File: src/inc/rc_integ_pkg.sv
`default_nettype none
package rc_integ_pkg;
    // Address and data widths of the system side
    localparam int ADDR_W = 48;
    localparam int DATA_W = 64;
    localparam int STRB_W = 8;
    // Number of configuration windows and bus bits per window
    localparam int NUM_WIN = 2;
    localparam int BUS_BITS = 8;
    // Field positions of the configuration address
    localparam int BUS_LSB = 20;
    localparam int DEV_MSB = 19;
    localparam int DEV_LSB = 15;
    localparam int FUNC_MSB = 14;
    localparam int FUNC_LSB = 12;
    localparam int EXTREG_MSB = 11;
    localparam int EXTREG_LSB = 8;
    localparam int REG_MSB = 7;
    localparam int REG_LSB = 2;
    localparam int BYTE_MSB = 1;
    localparam int ARI_MSB = 19;
    localparam int ARI_LSB = 12;
    // Window size in address bits: bus, device, function, register
    localparam int WIN_BITS = BUS_LSB + BUS_BITS;
    // Fixed window base addresses, arbitrary placement
    localparam logic [ADDR_W-1:0] WIN0_BASE = 48'h0000_4000_0000;
    localparam logic [ADDR_W-1:0] WIN1_BASE = 48'h0000_5000_0000;
    // Device region of inbound address space (no translation unit)
    localparam logic [ADDR_W-1:0] DEV_REGION_BASE = 48'h0000_0000_0000;
    localparam logic [ADDR_W-1:0] DEV_REGION_LIMIT = 48'h0000_3FFF_FFFF;
    // Memory attribute encodings on the system side
    localparam logic [3:0] ATTR_DEVICE = 4'h0;
    localparam logic [3:0] ATTR_NONCACHED = 4'h3;
    localparam logic [3:0] ATTR_CACHED = 4'hF;
    // Shareability encodings
    localparam logic [1:0] SHARE_NONE = 2'h0;
    localparam logic [1:0] SHARE_INNER = 2'h3;
    // Legacy interrupt lines
    localparam int NUM_LEGACY = 4;
    // Reset values
    localparam logic [NUM_LEGACY-1:0] LEGACY_RST = 4'h0;
    // Outbound path states
    typedef enum logic [2:0] {
        OB_IDLE = 3'b001,
        OB_REQ  = 3'b010,
        OB_RSP  = 3'b100
    } ob_state_t;
endpackage
`default_nettype wire

File: src/rtl/rc_integ.sv
// Contract
// - Slice config address into bus/dev/func/reg fields
// - ARI bus: bits 19:12 form function
// - Several config windows at fixed bases
// - Outbound device or non-cached access supported
// - Normal-mapped outbound unaligned accesses completed
// - Inbound addresses passed without any change
// - Message interrupts are writes, edge events
// - Each message interrupt gets unique identifier
// - Four legacy lines drive distinct shared inputs
// - Legacy delivery uses no vendor registers
// - Classify inbound address memory or device
// - Device-region inbound: ordered, no merge, uncached
// - No-snoop memory inbound gets non-cached
// - Snooping memory inbound is cacheable shared
// - Root complex inner shareable with processors
// - With translation unit keep its attributes
// - Optional no-snoop override of cacheable attribute
`default_nettype none
module rc_integ
    import rc_integ_pkg::*;
#(
    parameter bit HAS_XLATE    = 1'b0, // Translation unit present
    parameter bit NS_OVERRIDE  = 1'b1  // No-snoop replaces cacheable
)(
    input  wire logic                  clk,
    input  wire logic                  rst,
    // Outbound access from processing elements
    input  wire logic                  ob_valid,
    output logic                       ob_ready,
    input  wire logic [ADDR_W-1:0]     ob_addr,
    input  wire logic                  ob_write,
    input  wire logic [DATA_W-1:0]     ob_wdata,
    input  wire logic [STRB_W-1:0]     ob_strb,
    input  wire logic [3:0]            ob_attr,
    input  wire logic                  ob_ari,
    output logic                       ob_rsp_valid,
    output logic [DATA_W-1:0]          ob_rdata,
    output logic                       ob_err,
    // Request to root complex
    output logic                       rc_valid,
    input  wire logic                  rc_ready,
    output logic                       rc_cfg,
    output logic [BUS_BITS-1:0]        rc_bus,
    output logic [4:0]                 rc_dev,
    output logic [7:0]                 rc_func,
    output logic [9:0]                 rc_reg,
    output logic [ADDR_W-1:0]          rc_addr,
    output logic                       rc_write,
    output logic [DATA_W-1:0]          rc_wdata,
    output logic [STRB_W-1:0]          rc_strb,
    input  wire logic                  rc_rsp_valid,
    input  wire logic [DATA_W-1:0]     rc_rdata,
    input  wire logic                  rc_rsp_err,
    // Inbound transaction from devices
    input  wire logic                  ib_valid,
    output logic                       ib_ready,
    input  wire logic [ADDR_W-1:0]     ib_addr,
    input  wire logic                  ib_no_snoop,
    input  wire logic [3:0]            ib_xlate_attr,
    // Inbound transaction to memory system or translation unit
    output logic                       mem_valid,
    input  wire logic                  mem_ready,
    output logic [ADDR_W-1:0]          mem_addr,
    output logic [3:0]                 mem_attr,
    output logic [1:0]                 mem_share,
    output logic                       mem_ordered,
    output logic                       mem_no_merge,
    // Legacy interrupt messages
    input  wire logic [NUM_LEGACY-1:0] intx_assert,
    input  wire logic [NUM_LEGACY-1:0] intx_deassert,
    output logic [NUM_LEGACY-1:0]      legacy_irq
);

    // Registered state of the outbound and inbound paths
    typedef struct packed {
        ob_state_t           ob_st;    // Outbound path state
        logic                cfg;      // Access targets config space
        logic [BUS_BITS-1:0] bus;      // Decoded bus number
        logic [4:0]          dev;      // Decoded device
        logic [7:0]          func;     // Decoded function
        logic [9:0]          regn;     // Decoded dword register
        logic [ADDR_W-1:0]   addr;     // Outbound address
        logic                write;    // Write flag
        logic [DATA_W-1:0]   wdata;    // Write data
        logic [STRB_W-1:0]   strb;     // Byte enables
        logic                rsp_v;    // Response pulse
        logic [DATA_W-1:0]   rdata;    // Response data
        logic                err;      // Response error
        logic                ib_v;     // Inbound beat pending
        logic [ADDR_W-1:0]   ib_addr;  // Inbound address
        logic [3:0]          ib_attr;  // Inbound attributes
        logic [1:0]          ib_share; // Inbound shareability
        logic                ib_dev;   // Inbound targets device region
    } state_t;

    state_t state;      // Registered state
    state_t next_state; // Next state

    // Window hit decode
    logic [NUM_WIN-1:0]    win_hit;  // Which window matches
    logic [ADDR_W-1:0]     win_off;  // Offset inside the hit window
    logic [ADDR_W-1:0]     win_base [NUM_WIN]; // Window bases
    logic                  any_hit;  // Address in some window
    logic                  attr_ok;  // Outbound attribute accepted
    logic                  ib_is_dev; // Inbound device classification
    logic [3:0]            ib_attr_c; // Inbound attribute chosen
    logic [1:0]            ib_share_c; // Inbound shareability chosen

    assign win_base[0] = WIN0_BASE;
    assign win_base[1] = WIN1_BASE;

    // Match each window against its fixed base
    always_comb begin
        win_off = '0;
        for (int i = 0; i < NUM_WIN; i++) begin
            win_hit[i] = (ob_addr[ADDR_W-1:WIN_BITS] ==
                          win_base[i][ADDR_W-1:WIN_BITS]);
            if (win_hit[i]) begin
                win_off = ob_addr - win_base[i];
            end
        end
        any_hit = |win_hit;
    end

    // Memory space accepts device, non-cached and normal mappings
    always_comb begin
        attr_ok = (ob_attr == ATTR_DEVICE) ||
                  (ob_attr == ATTR_NONCACHED) ||
                  (ob_attr == ATTR_CACHED);
    end

    // Classify inbound address and choose its attributes
    always_comb begin
        ib_is_dev = (ib_addr >= DEV_REGION_BASE) &&
                    (ib_addr <= DEV_REGION_LIMIT);
        ib_attr_c = ATTR_CACHED;
        ib_share_c = SHARE_INNER;
        if (HAS_XLATE) begin
            ib_is_dev = 1'b0;
            ib_attr_c = ib_xlate_attr;
            if (NS_OVERRIDE && ib_no_snoop &&
                ib_xlate_attr == ATTR_CACHED) begin
                ib_attr_c = ATTR_NONCACHED;
            end
        end else if (ib_is_dev) begin
            ib_attr_c = ATTR_DEVICE;
            ib_share_c = SHARE_NONE;
        end else if (ib_no_snoop) begin
            ib_attr_c = ATTR_NONCACHED;
        end else begin
            ib_attr_c = ATTR_CACHED;
            ib_share_c = SHARE_INNER;
        end
    end

    // Next-state logic for both paths
    always_comb begin
        next_state = state;
        next_state.rsp_v = 1'b0;
        case (state.ob_st)
            OB_IDLE: begin
                if (ob_valid) begin
                    next_state.addr = ob_addr;
                    next_state.write = ob_write;
                    next_state.wdata = ob_wdata;
                    // Any strobe pattern passes, so unaligned works
                    next_state.strb = ob_strb;
                    next_state.cfg = any_hit;
                    next_state.bus = win_off[BUS_LSB+BUS_BITS-1:BUS_LSB];
                    next_state.regn = win_off[EXTREG_MSB:REG_LSB];
                    if (ob_ari) begin
                        next_state.dev = 5'h00;
                        next_state.func = win_off[ARI_MSB:ARI_LSB];
                    end else begin
                        next_state.dev = win_off[DEV_MSB:DEV_LSB];
                        next_state.func = {5'h00,
                            win_off[FUNC_MSB:FUNC_LSB]};
                    end
                    if (!any_hit && !attr_ok) begin
                        next_state.rsp_v = 1'b1;
                        next_state.err = 1'b1;
                        next_state.rdata = '0;
                    end else begin
                        next_state.ob_st = OB_REQ;
                    end
                end
            end
            OB_REQ: begin
                if (rc_ready) begin
                    next_state.ob_st = OB_RSP;
                end
            end
            OB_RSP: begin
                if (rc_rsp_valid) begin
                    next_state.rsp_v = 1'b1;
                    next_state.rdata = rc_rdata;
                    next_state.err = rc_rsp_err;
                    next_state.ob_st = OB_IDLE;
                end
            end
            default: begin
                next_state.ob_st = OB_IDLE;
            end
        endcase
        // Inbound single-entry stage, address copied bit for bit
        if (state.ib_v && mem_ready) begin
            next_state.ib_v = 1'b0;
        end
        if (ib_ready && ib_valid) begin
            next_state.ib_v = 1'b1;
            next_state.ib_addr = ib_addr;
            next_state.ib_attr = ib_attr_c;
            next_state.ib_share = ib_share_c;
            next_state.ib_dev = ib_is_dev;
        end
    end

    // State register
    always_ff @(posedge clk or posedge rst) begin
        if (rst) begin
            state <= '0;
            state.ob_st <= OB_IDLE;
        end else begin
            state <= next_state;
        end
    end

    // Outbound outputs
    assign ob_ready = (state.ob_st == OB_IDLE);
    assign ob_rsp_valid = state.rsp_v;
    assign ob_rdata = state.rdata;
    assign ob_err = state.err;
    assign rc_valid = (state.ob_st == OB_REQ);
    assign rc_cfg = state.cfg;
    assign rc_bus = state.bus;
    assign rc_dev = state.dev;
    assign rc_func = state.func;
    assign rc_reg = state.regn;
    assign rc_addr = state.addr;
    assign rc_write = state.write;
    assign rc_wdata = state.wdata;
    assign rc_strb = state.strb;

    // Inbound outputs; message interrupt writes pass as plain writes
    // so they hit the controller registers untouched
    assign ib_ready = !state.ib_v || mem_ready;
    assign mem_valid = state.ib_v;
    assign mem_addr = state.ib_addr;
    assign mem_attr = state.ib_attr;
    assign mem_share = state.ib_share;
    assign mem_ordered = state.ib_dev;
    assign mem_no_merge = state.ib_dev;

    // Each legacy line drives its own shared input wire
    for (genvar g = 0; g < NUM_LEGACY; g++) begin : g_legacy
        legacy_line u_line (
            .clk          (clk),
            .rst          (rst),
            .assert_msg   (intx_assert[g]),
            .deassert_msg (intx_deassert[g]),
            .level        (legacy_irq[g])
        );
    end
endmodule // rc_integ
`default_nettype wire

File: src/rtl/legacy_line.sv
`default_nettype none
// One legacy interrupt line held as a level between assert and deassert
module legacy_line
    import rc_integ_pkg::*;
(
    input  wire logic clk,
    input  wire logic rst,
    input  wire logic assert_msg,
    input  wire logic deassert_msg,
    output logic      level
);
    typedef struct packed {
        logic level; // Held line level
    } line_state_t;

    line_state_t state;      // Registered state
    line_state_t next_state; // Next state

    // Assert sets, deassert clears; an assert in the same cycle wins
    always_comb begin
        next_state = state;
        if (assert_msg) begin
            next_state.level = 1'b1;
        end else if (deassert_msg) begin
            next_state.level = 1'b0;
        end
    end

    // Register the line
    always_ff @(posedge clk or posedge rst) begin
        if (rst) begin
            state <= '0;
        end else begin
            state <= next_state;
        end
    end

    assign level = state.level;
endmodule // legacy_line
`default_nettype wire

File: config.mk
export PLATFORM = sky130hd
export DESIGN_NAME = rc_integ
export DESIGN_NICKNAME = d
export VERILOG_FILES = /design/src/inc/rc_integ_pkg.sv /design/src/rtl/rc_integ.sv /design/src/rtl/legacy_line.sv
export SDC_FILE = /design/constraint.sdc
export NUM_CORES = 1
export LEC_CHECK = 0
export BUFFER_PORTS_ARGS = -buffer_cell sky130_fd_sc_hd__buf_2
export CAP_MARGIN = 40
export CORE_AREA = 3 3 212 214
export DETAILED_ROUTE_END_ITERATION = 6
export DIE_AREA = 0 0 215 217
export PLACE_DENSITY = 0.51
export SYNTH_ARGS = -nofsm -noshare
export SYNTH_HDL_FRONTEND = slang
export SYNTH_SLANG_ARGS = --single-unit
File: constraint.sdc
create_clock -name clk -period 23.7 [get_ports clk]
set_input_delay 4.74 -clock clk [delete_from_list [all_inputs] [get_ports clk]]
set_output_delay 4.74 -clock clk [all_outputs]
set_load 0.02 [all_outputs]
Word-level counts from Yosys, hierarchy flattened
Cells that the tools add are included.
{"block": "word_totals", "register_bits": 282, "inputBits": 259, "word_cells": 83, "output_inout_bits": 283}
{"block": "op_classes", "reduce_logical": 21, "n_mux": 24, "addsub": 2, "n_eq_ne": 12, "n_lt_le_gt_ge": 2}
{"op": "two-way mux 222 bit", "count": 1}
{"op": "two-way mux 66 bit", "count": 2}
{"op": "case mux 66 bit (2 select lines)", "count": 1}
{"op": "two-way mux 28 bit", "count": 2}
{"op": "two-way mux 56 bit", "count": 1}
{"op": "subtractor 28 x 1 -> 28 bit, second input constant", "count": 2}
{"op": ">= comparator 48 x 1 -> 1 bit, second input constant", "count": 1}
{"op": "less-or-equal comparator 48 x 30 -> 1 bit, second input constant", "count": 1}
{"op": "== test 20 x 3 -> 1 bit, second input constant", "count": 2}
{"op": "two-way mux 13 bit", "count": 1}
{"op": "nonzero test 2 bit", "count": 6}
{"op": "two-way mux 1 bit", "count": 9}
{"op": "two-way mux 3 bit", "count": 3}
{"op": "case mux 3 bit (3 select lines)", "count": 1}
{"op": "two-way mux 4 bit", "count": 2}
{"op": "AND reduction 4 bit", "count": 2}
{"op": "inequality test 2 bit, second input constant", "count": 3}
{"op": "== test 4 x 2 -> 1 bit, second input constant", "count": 1}
{"op": "== test 4 bit, second input constant", "count": 1}
{"op": "logical AND 1 bit", "count": 4}
{"op": "logical NOT 4 bit", "count": 1}
{"op": "inequality test 2 x 1 -> 1 bit, second input constant", "count": 2}
{"op": "== test 3 x 1 -> 1 bit, second input constant", "count": 1}
{"op": "== test 3 x 2 -> 1 bit, second input constant", "count": 1}
{"op": "other kinds (6)", "count": 10}

Logic depth before layout (Yosys ltp)
{"block": "depth", "word_depth": 8, "ltp_mapped": 7, "mapped_depth_nobuf": 5}

Modules after synthesis
From an unflattened synthesis, not the netlist that was laid out.
{"block": "unflattened", "cells_unflattened": 1202, "hier_area_um2": 12339.3}
{"mod": "rc_integ", "area_each_um2": 12179.2, "seq_area_each_um2": 6857.8, "instances": 1, "cells_per_inst": 1186}
{"mod": "legacy_line", "area_each_um2": 40.0, "seq_area_each_um2": 25.0, "instances": 4, "cells_per_inst": 4}

Least setup slack after synthesis
No wires, ideal clock.
{"block": "synth_path", "path_type": "in2out", "start": "in mem_ready", "end": "out ib_ready", "n_path_buf": 0, "required_ps": 18960, "path_slack_ps": 13973, "arrival_time_ps": 4987, "cell_stages": 1, "cell_sequence": "nand2b_1"}
{"block": "synth_via", "elab_chain_len": 1}
{"item": "start: declaration", "line": "rc_integ.sv:63", "source": "input wire logic mem_ready,"}
{"item": "logical OR 1 bit", "line": "rc_integ.sv:247", "source": "assign ib_ready = !state.ib_v || mem_ready;"}
{"item": "end: declaration", "line": "rc_integ.sv:57", "source": "output logic ib_ready,"}
Every way passes these cells.

Final worst setup path
Same ends and word-level chain as after synthesis.

==> impl_metrics.py <==
metrics = {
    "clocking": {
        "cts_sinks": 278,
        "cts_setup_buffers": 0,
        "cts_max_level": 2,
        "worst_skew_pair.late_latency_ns": 0.51,
        "cts.path.max_buffers": 3,
        "ctsHoldBuffers": 0,
        "cts_tree": "built",
        "path_clk_slew_ns": 0.06,
        "post_cts_resized": 0,
        "root_buffer": "clkbuf_16",
        "cts_buffers": 34,
    },
    "floorplanning": {
        "start_util_pct": 28.68,
        "die_area_mm2": 0.04666,
        "rows": 76,
        "ios": 542,
        "core-area_mm2": 0.04308,
        "die_x_um": 215,
        "die_h_um": 217,
    },
    "sta": {
        "finalCritPeriodShare_pct": 41.95,
        "worst_slew_pin_slew_ns": 0.8608,
        "fin_skew_ns": 0.009864,
        "period_needed_ns": 9.942,
        "max_freq_mhz": 100.6,
        "finalHoldViolCount": 0,
        "rsz0062_at_grt": "no",
        "slew_headroom_pct": 42.61,
        "fin_ws_ns": 13.76,
        "tns_ns": 0,
        "hold_ws_ns": 0.4695,
        "slew_violations": 0,
        "finalSetupViolations": 0,
    },
    "power_and_ir_drop": {
        "ir_drop_mv": 0.05535,
        "leakage_nw": 8.111,
        "powerDensity_mw_per_mm2": 90.09,
        "power.total_mw": 1.331,
    },
    "synthesis": {
        "synth_top_area_share_pct": 56.11,
        "syn_area_mm2": 0.01235,
        "synth_largest_area_cell": "dfrtp_1",
        "netlist_top_cells_area": "dfrtp_1 (56%), buf_4 (17%), nand2_1 (12%)",
        "syn_inst": 1202,
        "syn-num-nets": 1461,
        "synth-seq-cells": 278,
        "avgSynthCellArea_um2": 10.28,
        "yosysWarnings": 0,
        "synth_cell_type_count": 33,
        "ys_seq_area_share_pct": 56.32,
    },
    "hold_path": {
        "holdCritPathClass": "flop to flop",
        "holdPathEnd": "rc_wdata[25]",
        "hold_path_depth": 2,
        "min-delay-start": "rc_wdata[25]",
    },
    "placed_design": {
        "dpl-instance-area_mm2": 0.01365,
        "portBuffers": 537,
        "dpl.hpwl_mm": 25.91,
        "gp_congestion": 0.8366,
        "place_ws_ns": 13.76,
    },
    "detailed_routing": {
        "firstDrtPassIters": 4,
        "routed_via_density": 4.213,
        "postRouteWirelength_mm": 35.08,
        "drtIter0Drc": 505,
        "via_count": 8725,
        "ant_nets": 0,
        "drc_errors": 0,
        "routedWlPerCell_um": 16.94,
    },
    "cells_and_area": {
        "fin_area_mm2": 0.01477,
        "drive_gt1_share_pct": 44.31,
        "nets": 1719,
        "area_growth_pct": 19.57,
    },
    "setup_path": {
        "ff2ff_path_depth": 5,
        "r2r_slack_ns": 20.65,
        "r2r-start": "state[275]",
        "cp.arrival_ns": 5.20,
        "path_class": "primary input to output pin",
        "cp-start-kind": "primary input",
        "worstPathRequired_ns": 18.96,
        "endpoint_kind": "output pin",
        "crit_path_max_fanout": 4,
        "worstReg2RegEnd": "rc_dev[3]",
    },
    "grt": {
        "grt.overflow.total": 0,
        "grt_max_degree": 80,
        "antenna_found_initial": 4,
        "grt_pass1_vias": 8969,
        "grtUsageTotal_pct": 14.55,
        "grt_pass1_wl_mm": 53.36,
    },
    "run": {
        "max_cap_viol_count": 0,
    },
    "status": {
        "outcome": "finished, final reports clean",
    },
}
[kinds of logic (layout without fill, tap and decap cells)]
family          Yosys count  count (layout)  share of synthesized area (%)
buf+inv                 333             616                          18.88
xor+xnor                  1               1                        0.07091
other cells               0               1                              0
simple gates            431             431                          13.68
compound gates          111             111                          6.674
mux                      48              48                          4.375
flops                   278             278                          56.32
[synthesized netlist by cell type (all sizes together)]
cell	instances
nand2	403
buf	297
dfrtp	277
a22o	64
mux2	48
o21ai	34
clkbuf	29
nor4	8
inv	7
a21o	4
nor2	4
a21oi	3
nand2b	3
nand3b	3
a221o	2
nand3	2
or4	2
a211oi	1
a21boi	1
a31oi	1
and2	1
dfstp	1
nand4	1
nor3b	1
o31ai	1
or2	1
or3	1
or3b	1
xnor2	1
[routing by layer]
metal,share of wire (%),vias to the layer above,global-route usage (%)
met3,8.5,54,5.557
met4,2.2,2,4.164
met2,49,363,24.65
li1,-,4121,-
met5,0.057,-,0
met1,40,4185,17.32
[layout by cell type (no fill, tap or decap), drive strengths merged, types with 2 or more instances in the layout]
| master | instances |
|---|---|
| clkbuf | 55 |
| nand3 | 2 |
| inv | 7 |
| nor4 | 8 |
| a22o | 64 |
| nor2 | 4 |
| nand2b | 3 |
| a21oi | 3 |
| dfrtp | 277 |
| nand2 | 403 |
| mux2 | 48 |
| or4 | 2 |
| a221o | 2 |
| nand3b | 3 |
| buf | 548 |
| a21o | 4 |
| o21ai | 34 |
| clkinv | 5 |
[critical path: stages]
cell and delay [ns]:
buf_2 0.09, nand2b_1 0.19, buf_2 0.18
[final cells by class]
type	count	area (um^2)
Antenna cell	1	2.502
Sequential cell	278	6958
Timing Repair Buffer	548	2835
Fill cell	4451	28300
Inverter	7	33.78
Multi-Input combinational cell	591	3090
Clock inverter	6	36.28
Tap cell	585	732.0
Clock buffer	55	1084
[worst max path at each step]
stage | end | depth (start not counted) | slack, ns | startpoint
after detailed placement | ib_ready | 3 | 13.76 | mem_ready
final | ib_ready | 3 | 13.76 | mem_ready
after global placement | ib_ready | 3 | 13.75 | mem_ready
after CTS | ib_ready | 3 | 13.76 | mem_ready
after global routing | ib_ready | 3 | 13.73 | mem_ready
after floorplan | g_legacy[0].u_line.level | 1 | 11.30 | rst
[power by group]
group	total (mW)	internal, mW	switching [mW]
logic	0.261	0.0905	0.170
registers	0.559	0.531	0.0280
clock network	0.511	0.313	0.199
[per-stage QoR]
stage               cells  util [%]
floorplan            1202         -
global placement     2005     31.47
detailed placement   2009     31.69
CTS                  2070     34.29
global route         2070     34.29
finish               2071     34.29
No activity file was read; power rests on OpenSTA's default activity.
